### src/inc/ica_pkg.sv
`default_nettype none
package ica_pkg;
   // ==================================================================
   // register map (byte addresses)
   localparam logic [7:0]  ADDR_CTRL    = 8'h00;
   localparam logic [7:0]  ADDR_SELECT  = 8'h04;
   localparam logic [7:0]  ADDR_ENABLE  = 8'h08;
   localparam logic [7:0]  ADDR_STATUS  = 8'h0c;
   localparam logic [7:0]  ADDR_LINES   = 8'h10;
   localparam logic [7:0]  ADDR_CRC     = 8'h14;
   // ==================================================================
   // field positions and reset values
   localparam int          CTRL_GLOBAL_BIT = 0;
   localparam int          ENABLE_BIT      = 0;
   localparam int          STATUS_BUSY_BIT = 8;
   localparam logic        GLOBAL_RESET    = 1'b0;
   localparam logic [2:0]  ENABLE_RESET    = 3'h0;
   // ==================================================================
   // chunk type selector codes, also bit index into the enable mask
   localparam logic [1:0]  SEL_LINES    = 2'h0;
   localparam logic [1:0]  SEL_INDEX    = 2'h1;
   localparam logic [1:0]  SEL_CHECKSUM = 2'h2;
   localparam int          NUM_CHUNKS   = 3;
   // ==================================================================
   // line snapshot layout
   localparam int          NUM_IN_LINES  = 2;
   localparam int          NUM_OUT_LINES = 4;
   localparam int          NUM_LINES     = NUM_IN_LINES + NUM_OUT_LINES;
   localparam int          IN_BASE       = 0;
   localparam int          OUT_BASE      = 8;
   localparam logic [31:0] SNAP_USED     = 32'h0000_0f03;
   // ==================================================================
   // checksum definition
   localparam logic [15:0] CRC_POLY  = 16'h1021;
   localparam logic [15:0] CRC_INIT  = 16'h0000;
   localparam int          INDEX_W   = 8;
   // ==================================================================
   // framer states, one-hot
   typedef enum logic [4:0] {
      ST_IDLE  = 5'h01,
      ST_IMAGE = 5'h02,
      ST_LINES = 5'h04,
      ST_INDEX = 5'h08,
      ST_CRC   = 5'h10
   } ica_state_e;
   // stream word
   typedef struct packed {
      logic [31:0] data;
      logic        last;
   } ica_word_s;
   // register port request
   typedef struct packed {
      logic [7:0]  addr;
      logic [31:0] wdata;
      logic        wr;
      logic        rd;
   } ica_bus_s;
   // complete state of the appender
   typedef struct packed {
      ica_state_e             st;
      logic                   global_on;
      logic [1:0]             sel;
      logic [NUM_CHUNKS-1:0]  en;
      logic [NUM_CHUNKS-1:0]  fmask;
      logic [NUM_LINES-1:0]   sync1;
      logic [NUM_LINES-1:0]   sync2;
      logic [31:0]            snap;
      logic [INDEX_W-1:0]     index;
      logic [15:0]            crc;
      logic [15:0]            last_crc;
      logic                   ov;
      ica_word_s              ow;
      logic [31:0]            rdata;
   } ica_state_s;
endpackage
`default_nettype wire

### src/hdl/ica_appender.sv
// Overview of operation
// - on each trigger while idle, capture every input and output line level
// - the snapshot is one 32-bit word, fixed bits per line
// - a snapshot bit is 0 for a low line, 1 for a high line
// - a chunk type can only be enabled while chunk mode is on
// - turning chunk mode off disables all chunk types; a chunk tail already started still completes
// - select a type, set its enable, then it follows every image
// - checksum chunk appended to every image when its type is enabled
// - checksum covers image data and all chunks but itself
// - checksum chunk is always the final word of the frame
// - parameter set index chunk carries the set used for the frame
// - index chunk enables only while parameter sequencing is enabled
`timescale 1ns/1ps
`default_nettype none
module ica_appender
   import ica_pkg::*;
(
   // clock and reset
   input  wire logic                     clk_in,
   input  wire logic                     reset_in,
   // register port
   input  wire ica_bus_s                 bus_in,
   output logic      [31:0]              rdata_out,
   // acquisition control
   input  wire logic                     trigger_in,
   input  wire logic                     seq_enabled_in,
   input  wire logic [INDEX_W-1:0]       seq_index_in,
   output logic                          busy_out,
   // line levels from the pins
   input  wire logic [NUM_IN_LINES-1:0]  in_lines_in,
   input  wire logic [NUM_OUT_LINES-1:0] out_lines_in,
   // image stream in
   input  wire logic                     in_valid_in,
   input  wire ica_word_s                in_word_in,
   output logic                          in_ready_out,
   // framed stream out
   output logic                          out_valid_out,
   output ica_word_s                     out_word_out,
   input  wire logic                     out_ready_in
);
   // ==================================================================
   // state and helpers
   ica_state_s  q;
   ica_state_s  d;
   logic        can_load;
   logic [31:0] snap_now;
   logic [31:0] crc_word;
   logic [15:0] crc_next;
   logic        sel_allowed;
   logic        ctrl_wr;
   logic        en_wr;

   // next chunk state from the chunks still to send
   function automatic ica_state_e next_st(input logic [NUM_CHUNKS-1:0] rem);
      if (rem[SEL_LINES])
         return ST_LINES;
      else if (rem[SEL_INDEX])
         return ST_INDEX;
      else if (rem[SEL_CHECKSUM])
         return ST_CRC;
      else
         return ST_IDLE;
   endfunction

   // ==================================================================
   // snapshot layout from the synchronised lines
   always_comb begin
      snap_now = 32'h0000_0000;
      snap_now[IN_BASE +: NUM_IN_LINES]   = q.sync2[NUM_IN_LINES-1:0];
      snap_now[OUT_BASE +: NUM_OUT_LINES] =
         q.sync2[NUM_LINES-1:NUM_IN_LINES];
   end

   // word fed to the checksum; the checksum chunk itself is never fed
   always_comb begin
      case (q.st)
         ST_IMAGE: crc_word = in_word_in.data;
         ST_LINES: crc_word = q.snap;
         ST_INDEX: crc_word = {{(32-INDEX_W){1'b0}}, q.index};
         default:  crc_word = 32'h0000_0000;
      endcase
   end

   ica_crc16 u_crc (
      .crc_in  (q.crc),
      .data_in (crc_word),
      .crc_out (crc_next)
   );

   // output register may take a word when empty or being drained
   assign can_load     = !q.ov || out_ready_in;
   assign in_ready_out = (q.st == ST_IMAGE) && can_load;
   assign ctrl_wr      = bus_in.wr && (bus_in.addr == ADDR_CTRL);
   assign en_wr        = bus_in.wr && (bus_in.addr == ADDR_ENABLE);
   // index type also needs sequencing; code 3 selects nothing
   assign sel_allowed  = q.global_on && (q.sel != 2'h3) &&
                         ((q.sel != SEL_INDEX) || seq_enabled_in);

   // ==================================================================
   // next state
   always_comb begin
      d       = q;
      d.sync1 = {out_lines_in, in_lines_in};
      d.sync2 = q.sync1;
      d.rdata = 32'h0000_0000;
      if (q.ov && out_ready_in)
         d.ov = 1'b0;

      // register reads, answered in the next cycle
      if (bus_in.rd) begin
         case (bus_in.addr)
            ADDR_CTRL:   d.rdata[CTRL_GLOBAL_BIT] = q.global_on;
            ADDR_SELECT: d.rdata[1:0] = q.sel;
            ADDR_ENABLE: d.rdata[ENABLE_BIT] = (q.sel != 2'h3) && q.en[q.sel];
            ADDR_STATUS: begin
               d.rdata[NUM_CHUNKS-1:0]    = q.en;
               d.rdata[STATUS_BUSY_BIT]   = (q.st != ST_IDLE);
            end
            ADDR_LINES:  d.rdata = q.snap;
            ADDR_CRC:    d.rdata[15:0] = q.last_crc;
            default:     d.rdata = 32'h0000_0000;
         endcase
      end

      // register writes
      if (ctrl_wr) begin
         d.global_on = bus_in.wdata[CTRL_GLOBAL_BIT];
         if (!bus_in.wdata[CTRL_GLOBAL_BIT]) begin
            d.en = '0;
            // a chunk tail already started completes to keep framing
            if (q.st == ST_IDLE || q.st == ST_IMAGE)
               d.fmask = '0;
         end
      end
      if (bus_in.wr && bus_in.addr == ADDR_SELECT)
         d.sel = bus_in.wdata[1:0];
      if (en_wr && q.sel != 2'h3) begin
         if (!bus_in.wdata[ENABLE_BIT])
            d.en[q.sel] = 1'b0;
         else if (sel_allowed)
            d.en[q.sel] = 1'b1;
      end

      // framer
      case (q.st)
         ST_IDLE: begin
            if (trigger_in) begin
               d.snap  = snap_now;
               d.index = seq_index_in;
               d.fmask = d.en;
               d.crc   = CRC_INIT;
               d.st    = ST_IMAGE;
            end
         end
         ST_IMAGE: begin
            if (in_valid_in && can_load) begin
               d.ov      = 1'b1;
               d.ow.data = in_word_in.data;
               d.ow.last = in_word_in.last && (d.fmask == '0);
               d.crc     = crc_next;
               if (in_word_in.last)
                  d.st = next_st(d.fmask);
            end
         end
         ST_LINES: begin
            if (can_load) begin
               d.ov      = 1'b1;
               d.ow.data = q.snap;
               d.ow.last = (q.fmask[2:1] == 2'b00);
               d.crc     = crc_next;
               d.st      = next_st(q.fmask & 3'b110);
            end
         end
         ST_INDEX: begin
            if (can_load) begin
               d.ov      = 1'b1;
               d.ow.data = {{(32-INDEX_W){1'b0}}, q.index};
               d.ow.last = !q.fmask[SEL_CHECKSUM];
               d.crc     = crc_next;
               d.st      = next_st(q.fmask & 3'b100);
            end
         end
         ST_CRC: begin
            if (can_load) begin
               d.ov       = 1'b1;
               d.ow.data  = {16'h0000, q.crc};
               d.ow.last  = 1'b1;
               d.last_crc = q.crc;
               d.st       = ST_IDLE;
            end
         end
         default: d.st = ST_IDLE;
      endcase
   end

   // ==================================================================
   // state register; constants only under reset
   always_ff @(posedge clk_in or posedge reset_in) begin
      if (reset_in) begin
         q.st        <= ST_IDLE;
         q.global_on <= GLOBAL_RESET;
         q.sel       <= SEL_LINES;
         q.en        <= ENABLE_RESET;
         q.fmask     <= ENABLE_RESET;
         q.sync1     <= '0;
         q.sync2     <= '0;
         q.snap      <= 32'h0000_0000;
         q.index     <= '0;
         q.crc       <= CRC_INIT;
         q.last_crc  <= CRC_INIT;
         q.ov        <= 1'b0;
         q.ow        <= '0;
         q.rdata     <= 32'h0000_0000;
      end else begin
         q <= d;
      end
   end

   assign rdata_out     = q.rdata;
   assign out_valid_out = q.ov;
   assign out_word_out  = q.ow;
   assign busy_out      = (q.st != ST_IDLE);

   // ==================================================================
   // checks
   chk_snap_capture: assert property (
      @(posedge clk_in) disable iff (reset_in)
      (q.st == ST_IDLE && trigger_in) |=> (q.snap == $past(snap_now)))
      else $error("snapshot not taken at trigger");

   chk_snap_unused: assert property (
      @(posedge clk_in) disable iff (reset_in)
      (q.snap & ~SNAP_USED) == 32'h0000_0000)
      else $error("unassigned snapshot bit set");

   chk_snap_level: assert property (
      @(posedge clk_in) disable iff (reset_in)
      (q.st == ST_IDLE && trigger_in) |=>
      (q.snap[IN_BASE] == $past(q.sync2[0], 1)) &&
      (q.snap[OUT_BASE] == $past(q.sync2[NUM_IN_LINES], 1)))
      else $error("snapshot bit does not match line level");

   chk_mode_gate: assert property (
      @(posedge clk_in) disable iff (reset_in)
      !q.global_on |-> (q.en == '0))
      else $error("chunk enabled while chunk mode off");

   chk_mode_off: assert property (
      @(posedge clk_in) disable iff (reset_in)
      (ctrl_wr && !bus_in.wdata[CTRL_GLOBAL_BIT] && q.st == ST_IDLE)
      |=> (q.en == '0) && (q.fmask == '0))
      else $error("chunk mode off did not clear enables");

   chk_crc_value: assert property (
      @(posedge clk_in) disable iff (reset_in)
      (q.st == ST_CRC && can_load) |=>
      q.ov && (q.ow.data[15:0] == $past(q.crc)))
      else $error("checksum chunk carries wrong value");

   chk_crc_last: assert property (
      @(posedge clk_in) disable iff (reset_in)
      (q.st == ST_CRC && can_load) |=> q.ow.last ##1 (q.st != ST_CRC))
      else $error("checksum chunk not final word");

   chk_index_word: assert property (
      @(posedge clk_in) disable iff (reset_in)
      (q.st == ST_INDEX && can_load) |=>
      (q.ow.data == {{(32-INDEX_W){1'b0}}, $past(q.index)}))
      else $error("index chunk carries wrong value");

   chk_index_seq: assert property (
      @(posedge clk_in) disable iff (reset_in)
      (en_wr && q.sel == SEL_INDEX && !seq_enabled_in && !q.en[SEL_INDEX])
      |=> !q.en[SEL_INDEX])
      else $error("index chunk enabled without sequencing");

   chk_snap_hold: assert property (
      @(posedge clk_in) disable iff (reset_in)
      (q.st != ST_IDLE) |=> $stable(q.snap))
      else $error("snapshot changed during frame");

   chk_chunk_order: assert property (
      @(posedge clk_in) disable iff (reset_in)
      (q.st == ST_LINES && can_load && q.fmask[SEL_INDEX]) |=>
      (q.st == ST_INDEX) && !q.ow.last)
      else $error("index chunk does not follow line chunk");

   chk_crc_excl: assert property (
      @(posedge clk_in) disable iff (reset_in)
      (q.st == ST_CRC) |=> $stable(q.crc))
      else $error("checksum fed with its own chunk");

   chk_crc_tail: assert property (
      @(posedge clk_in) disable iff (reset_in)
      (q.st == ST_INDEX && can_load && q.fmask[SEL_CHECKSUM]) |=>
      (q.st == ST_CRC) && !q.ow.last)
      else $error("checksum chunk missing after index chunk");

   chk_crc_init: assert property (
      @(posedge clk_in) disable iff (reset_in)
      (q.st == ST_IDLE && trigger_in) |=> (q.crc == CRC_INIT))
      else $error("checksum not cleared at trigger");
endmodule
`default_nettype wire

### src/hdl/ica_crc16.sv
`timescale 1ns/1ps
`default_nettype none
module ica_crc16
   import ica_pkg::*;
(
   // running checksum and next word, msb first
   input  wire logic [15:0] crc_in,
   input  wire logic [31:0] data_in,
   // checksum after the word
   output logic      [15:0] crc_out
);
   // ==================================================================
   // one shift stage per data bit, no reflection
   logic [15:0] stage [0:32];
   assign stage[0] = crc_in;
   genvar i;
   for (i = 0; i < 32; i++) begin : g_bit
      logic fb;
      assign fb = stage[i][15] ^ data_in[31-i];
      assign stage[i+1] = {stage[i][14:0], 1'b0} ^ (fb ? CRC_POLY : 16'h0000);
   end
   assign crc_out = stage[32];
endmodule
`default_nettype wire

### config.mk
export PLATFORM = sky130hd
export DESIGN_NAME = ica_appender
export DESIGN_NICKNAME = d
export VERILOG_FILES = /design/src/inc/ica_pkg.sv /design/src/hdl/ica_appender.sv /design/src/hdl/ica_crc16.sv
export SDC_FILE = /design/constraint.sdc
export NUM_CORES = 1
export LEC_CHECK = 0
export ABC_AREA = 1
export BUFFER_PORTS_ARGS = -buffer_cell sky130_fd_sc_hd__buf_4
export CAP_MARGIN = 25
export CORE_AREA = 2 2 117 119
export DETAILED_ROUTE_END_ITERATION = 10
export DIE_AREA = 0 0 119 121
export PLACE_DENSITY = 0.95
export SLEW_MARGIN = 5
export SYNTH_ARGS = -nofsm -noshare
export SYNTH_HDL_FRONTEND = slang
export SYNTH_HIERARCHICAL = 1
export SYNTH_SLANG_ARGS = --single-unit
### constraint.sdc
create_clock -name clk_in -period 5.66 [get_ports clk_in]
set_clock_uncertainty 0.2 [all_clocks]
set_input_delay 0.283 -clock clk_in [delete_from_list [all_inputs] [get_ports clk_in]]
set_output_delay 0.283 -clock clk_in [all_outputs]
set_load 0.1 [all_outputs]
==> run_results.csv <==
group,metric,value,unit
logic_synthesis,synth_top_cell_area_share,0.3947,
cts,cts_tree,"built",
placement,io_buffers,116,
logic_synthesis,synth_top_family_by_area,"simple AND/OR/NAND/NOR gates",
cts,ctsResizeCount,0,
cts,cts-root-buf,"clkbuf_16",
cts,cts.hold.buffers_added,25,
sta,drv_slew,0,
setup_path,arrival,4110,ps
sta,setup_total_negative_slack,0,ps
setup_path,rr_worst_depth,20,
logic_synthesis,yosys_warnings,6,
logic_synthesis,synth_compound_gate_area_share,0.08400,
drt,via_per_inst,5.510,
floorplan,die_w,119,µm
drt,vias,7036,
cts,clockBufferDepth,2,
setup_path,rrSetupSlack,1680,ps
sta,rsz0062_at_grt,"false",
cts,h-tree-depth,4,
logic_synthesis,synth_seq_area_share,0.3981,
flow_run,cap_violations,0,
sta,tightest_slew,1006,ps
setup_path,start_kind,"flop",
drt,wire_per_inst,16.22,µm
logic_synthesis,ys_top_cells_by_area,"dfrtp_1 39%, nand2_1 14%, buf_4 7.1%, inv_1 6.2%, nand3_1 6.1%",
cts,cts_setup_buffers,0,
global_route,grt_pass1_vias,6763,
status,status,"finished, final reports clean",
floorplan,die-area,14400,µm²
logic_synthesis,yosys.area.top_type,"dfrtp_1",
logic_synthesis,yosysUniqueCellTypes,47,
drt,drc,0,
sta,period_needed,3976,ps
logic_synthesis,ys.flop_type,"dfrtp_1",
placement,dp_hpwl,14.52,mm
floorplan,die_height,121,µm
layout,layout-drive-gt1-share,0.2098,
setup_path,worst-setup-path-type,"flop to flop",
min_path,min_to,"out_word_out[8]",
logic_synthesis,synth_seq_cells,122,
logic_synthesis,syn_area_per_cell,7.641,µm²
logic_synthesis,synthXorXnorAreaFrac,0.05219,
placement,dpl_worst_slack,1849,ps
min_path,hp-start,"in_word_in[8]",
cts,clock-sinks,122,
sta,period_share,0.7026,
placement,gp_congestion,0.9679,
logic_synthesis,synth_edf_count,0,
setup_path,end_kind,"flop",
logic_synthesis,syn_inst,1004,
drt,first_pass_iters,6,
layout,seq_area,3054,µm²
layout,final_cell_mix,"281 x nand2_1, 125 x inv_1, 121 x dfrtp_1, 118 x buf_4, 93 x nand3_1",
layout,final_common_cell,"nand2_1",
drt,postRouteAntennaNets,0,
cts,cts_buffers,17,
setup_path,worstPathRequired,5800,ps
logic_synthesis,yosys-mux-area-fraction,0,
setup_path,r2r_end,"q[96]",
floorplan,fp-row-count,42,
min_path,hold_class,"input pin to flop",
global_route,grt_antenna_before_repair,0,
logic_synthesis,yosys.area_share.simple,0.3127,
drt,drtIter0Drc,791,
global_route,grt_use_total,0.2959,
cts,clk_latency,420,ps
cts,clk_pin_slew,60,ps
layout,multi_input_area,3503,µm²
floorplan,coreArea,13090,µm²
sta,setup_viol,0,
drt,wirelength,20.71,mm
logic_synthesis,synthAdderAreaFrac,0,
setup_path,rr_startpoint,"q[159]",
global_route,grt_max_degree,64,
sta,maxSlewHeadroom,0.3284,
setup_path,path_max_fanout,29,
logic_synthesis,syn-cell-area,7671,µm²
sta,timing.final.ws_setup,1684,ps
setup_path,startpoint,"q[159]",
floorplan,initial_core_util,0.5862,
logic_synthesis,async_flop_share,1.000,
global_route,overflow,0,
floorplan,ioPinCount,163,
global_route,grt_pass1_wl,33.22,mm
sta,hold_violations,0,
sta,fmax,0.2515,GHz
min_path,hold_depth,3,
layout,fin_nets,1184,
layout,antennaDiodeCount,0,
layout,syn_to_final_growth,17.16,%
layout,nFillCells,949,
==> flip-flops by register name (all words and copies together), names as in the netlist <==
signal,count
q,66
rdata_out,16
out_valid_out,1
out_word_out,33
d,6
==> layer usage <==
| metal | part of all wire | global-route usage |
|---|---|---|
| met5 | 0 | 0 |
| met4 | 0.030 | 0.1138 |
| met3 | 0.093 | 0.06767 |
| met2 | 0.47 | 0.4871 |
| met1 | 0.41 | 0.3822 |
==> cell usage after synthesis, types with 2 or more instances <==
| library cell | count |
|---|---|
| clkbuf_1 | 6 |
| and2_1 | 3 |
| nor4_1 | 2 |
| buf_4 | 73 |
| o21bai_1 | 5 |
| a21oi_1 | 9 |
| nor2_2 | 15 |
| nor2_1 | 47 |
| o2111ai_1 | 6 |
| inv_1 | 126 |
| o22ai_1 | 4 |
| o21ai_1 | 11 |
| a22o_1 | 16 |
| nand3b_4 | 2 |
| dfrtp_1 | 121 |
| nand2_1 | 281 |
| o31ai_1 | 2 |
| nor2_4 | 3 |
| nand3b_1 | 2 |
| nor3_1 | 4 |
| o211ai_1 | 3 |
| nand2_4 | 12 |
| o21ai_0 | 37 |
| xnor2_1 | 20 |
| buf_2 | 8 |
| buf_6 | 5 |
| nand3_2 | 5 |
| nand4_1 | 8 |
| nand2_2 | 28 |
| xor2_1 | 22 |
| inv_2 | 8 |
| nand3_1 | 93 |
| o32ai_1 | 3 |
==> final cells by class <==
cell class                      instances  area share
Inverter                              134     0.05624
Sequential cell                       122      0.3398
Tap cell                              176     0.02450
Multi-Input combinational cell        671      0.3898
Clock inverter                         12     0.01281
Timing Repair Buffer                  143      0.1264
Clock buffer                           19     0.05040
==> worst max-delay path: stages (launching register included) <==
cell and delay, ps:
dfstp_2 560, inv_1 40, nand2_1 80, nor2_2 60
inv_2 470, nor2_2 170, xnor2_1 420, nand2_2 180
nand2_4 140, xnor2_1 150, xor2_1 380, nand3_2 200
nand2_4 160, nand2_4 70, nand2_4 90, nand2_4 60
nand2_2 80, nand2_1 60, nand2_1 60, nand3_1 110
o21ai_1 140
==> kinds of logic (layout without fill, tap and decap cells) <==
logic type	count (synthesis)	after routing
xor gates and xnor gates	44	44
DFF	122	122
AOI/OAI and AO/OA	101	101
buffers and inverters	226	308
other	1	16
and+or+nand+nor	510	510
==> stage by stage <==
stage                     cell area [µm²]  hold WS, ps  cells  utilization
after CTS                            8987        2.162   1277       0.6868
after global placement               8169        132.3   1221       0.6243
final                                8987        6.895   1277       0.6868
after detailed placement             8169        134.7   1221       0.6243
after floorplan                      7727        114.4   1019            -
after global routing                 8987        15.16   1277       0.6868
==> how the worst max path moves through the flow <==
| stage | depth (start not counted) | slack, ps | endpoint |
|---|---|---|---|
| 2_1_floorplan | 1 | 1940 | d[138] |
| 3_3_place_gp | 24 | 1890 | q[97] |
| 3_5_place_dp | 24 | 1850 | q[97] |
| 4_1_cts | 24 | 1810 | q[96] |
| 5_1_grt | 24 | 1460 | q[94] |
| 6_report | 20 | 1680 | q[96] |
Power is left out: the tool's default activity adds up to more than one toggle a clock period on the data nets, which glitch-free logic cannot reach.
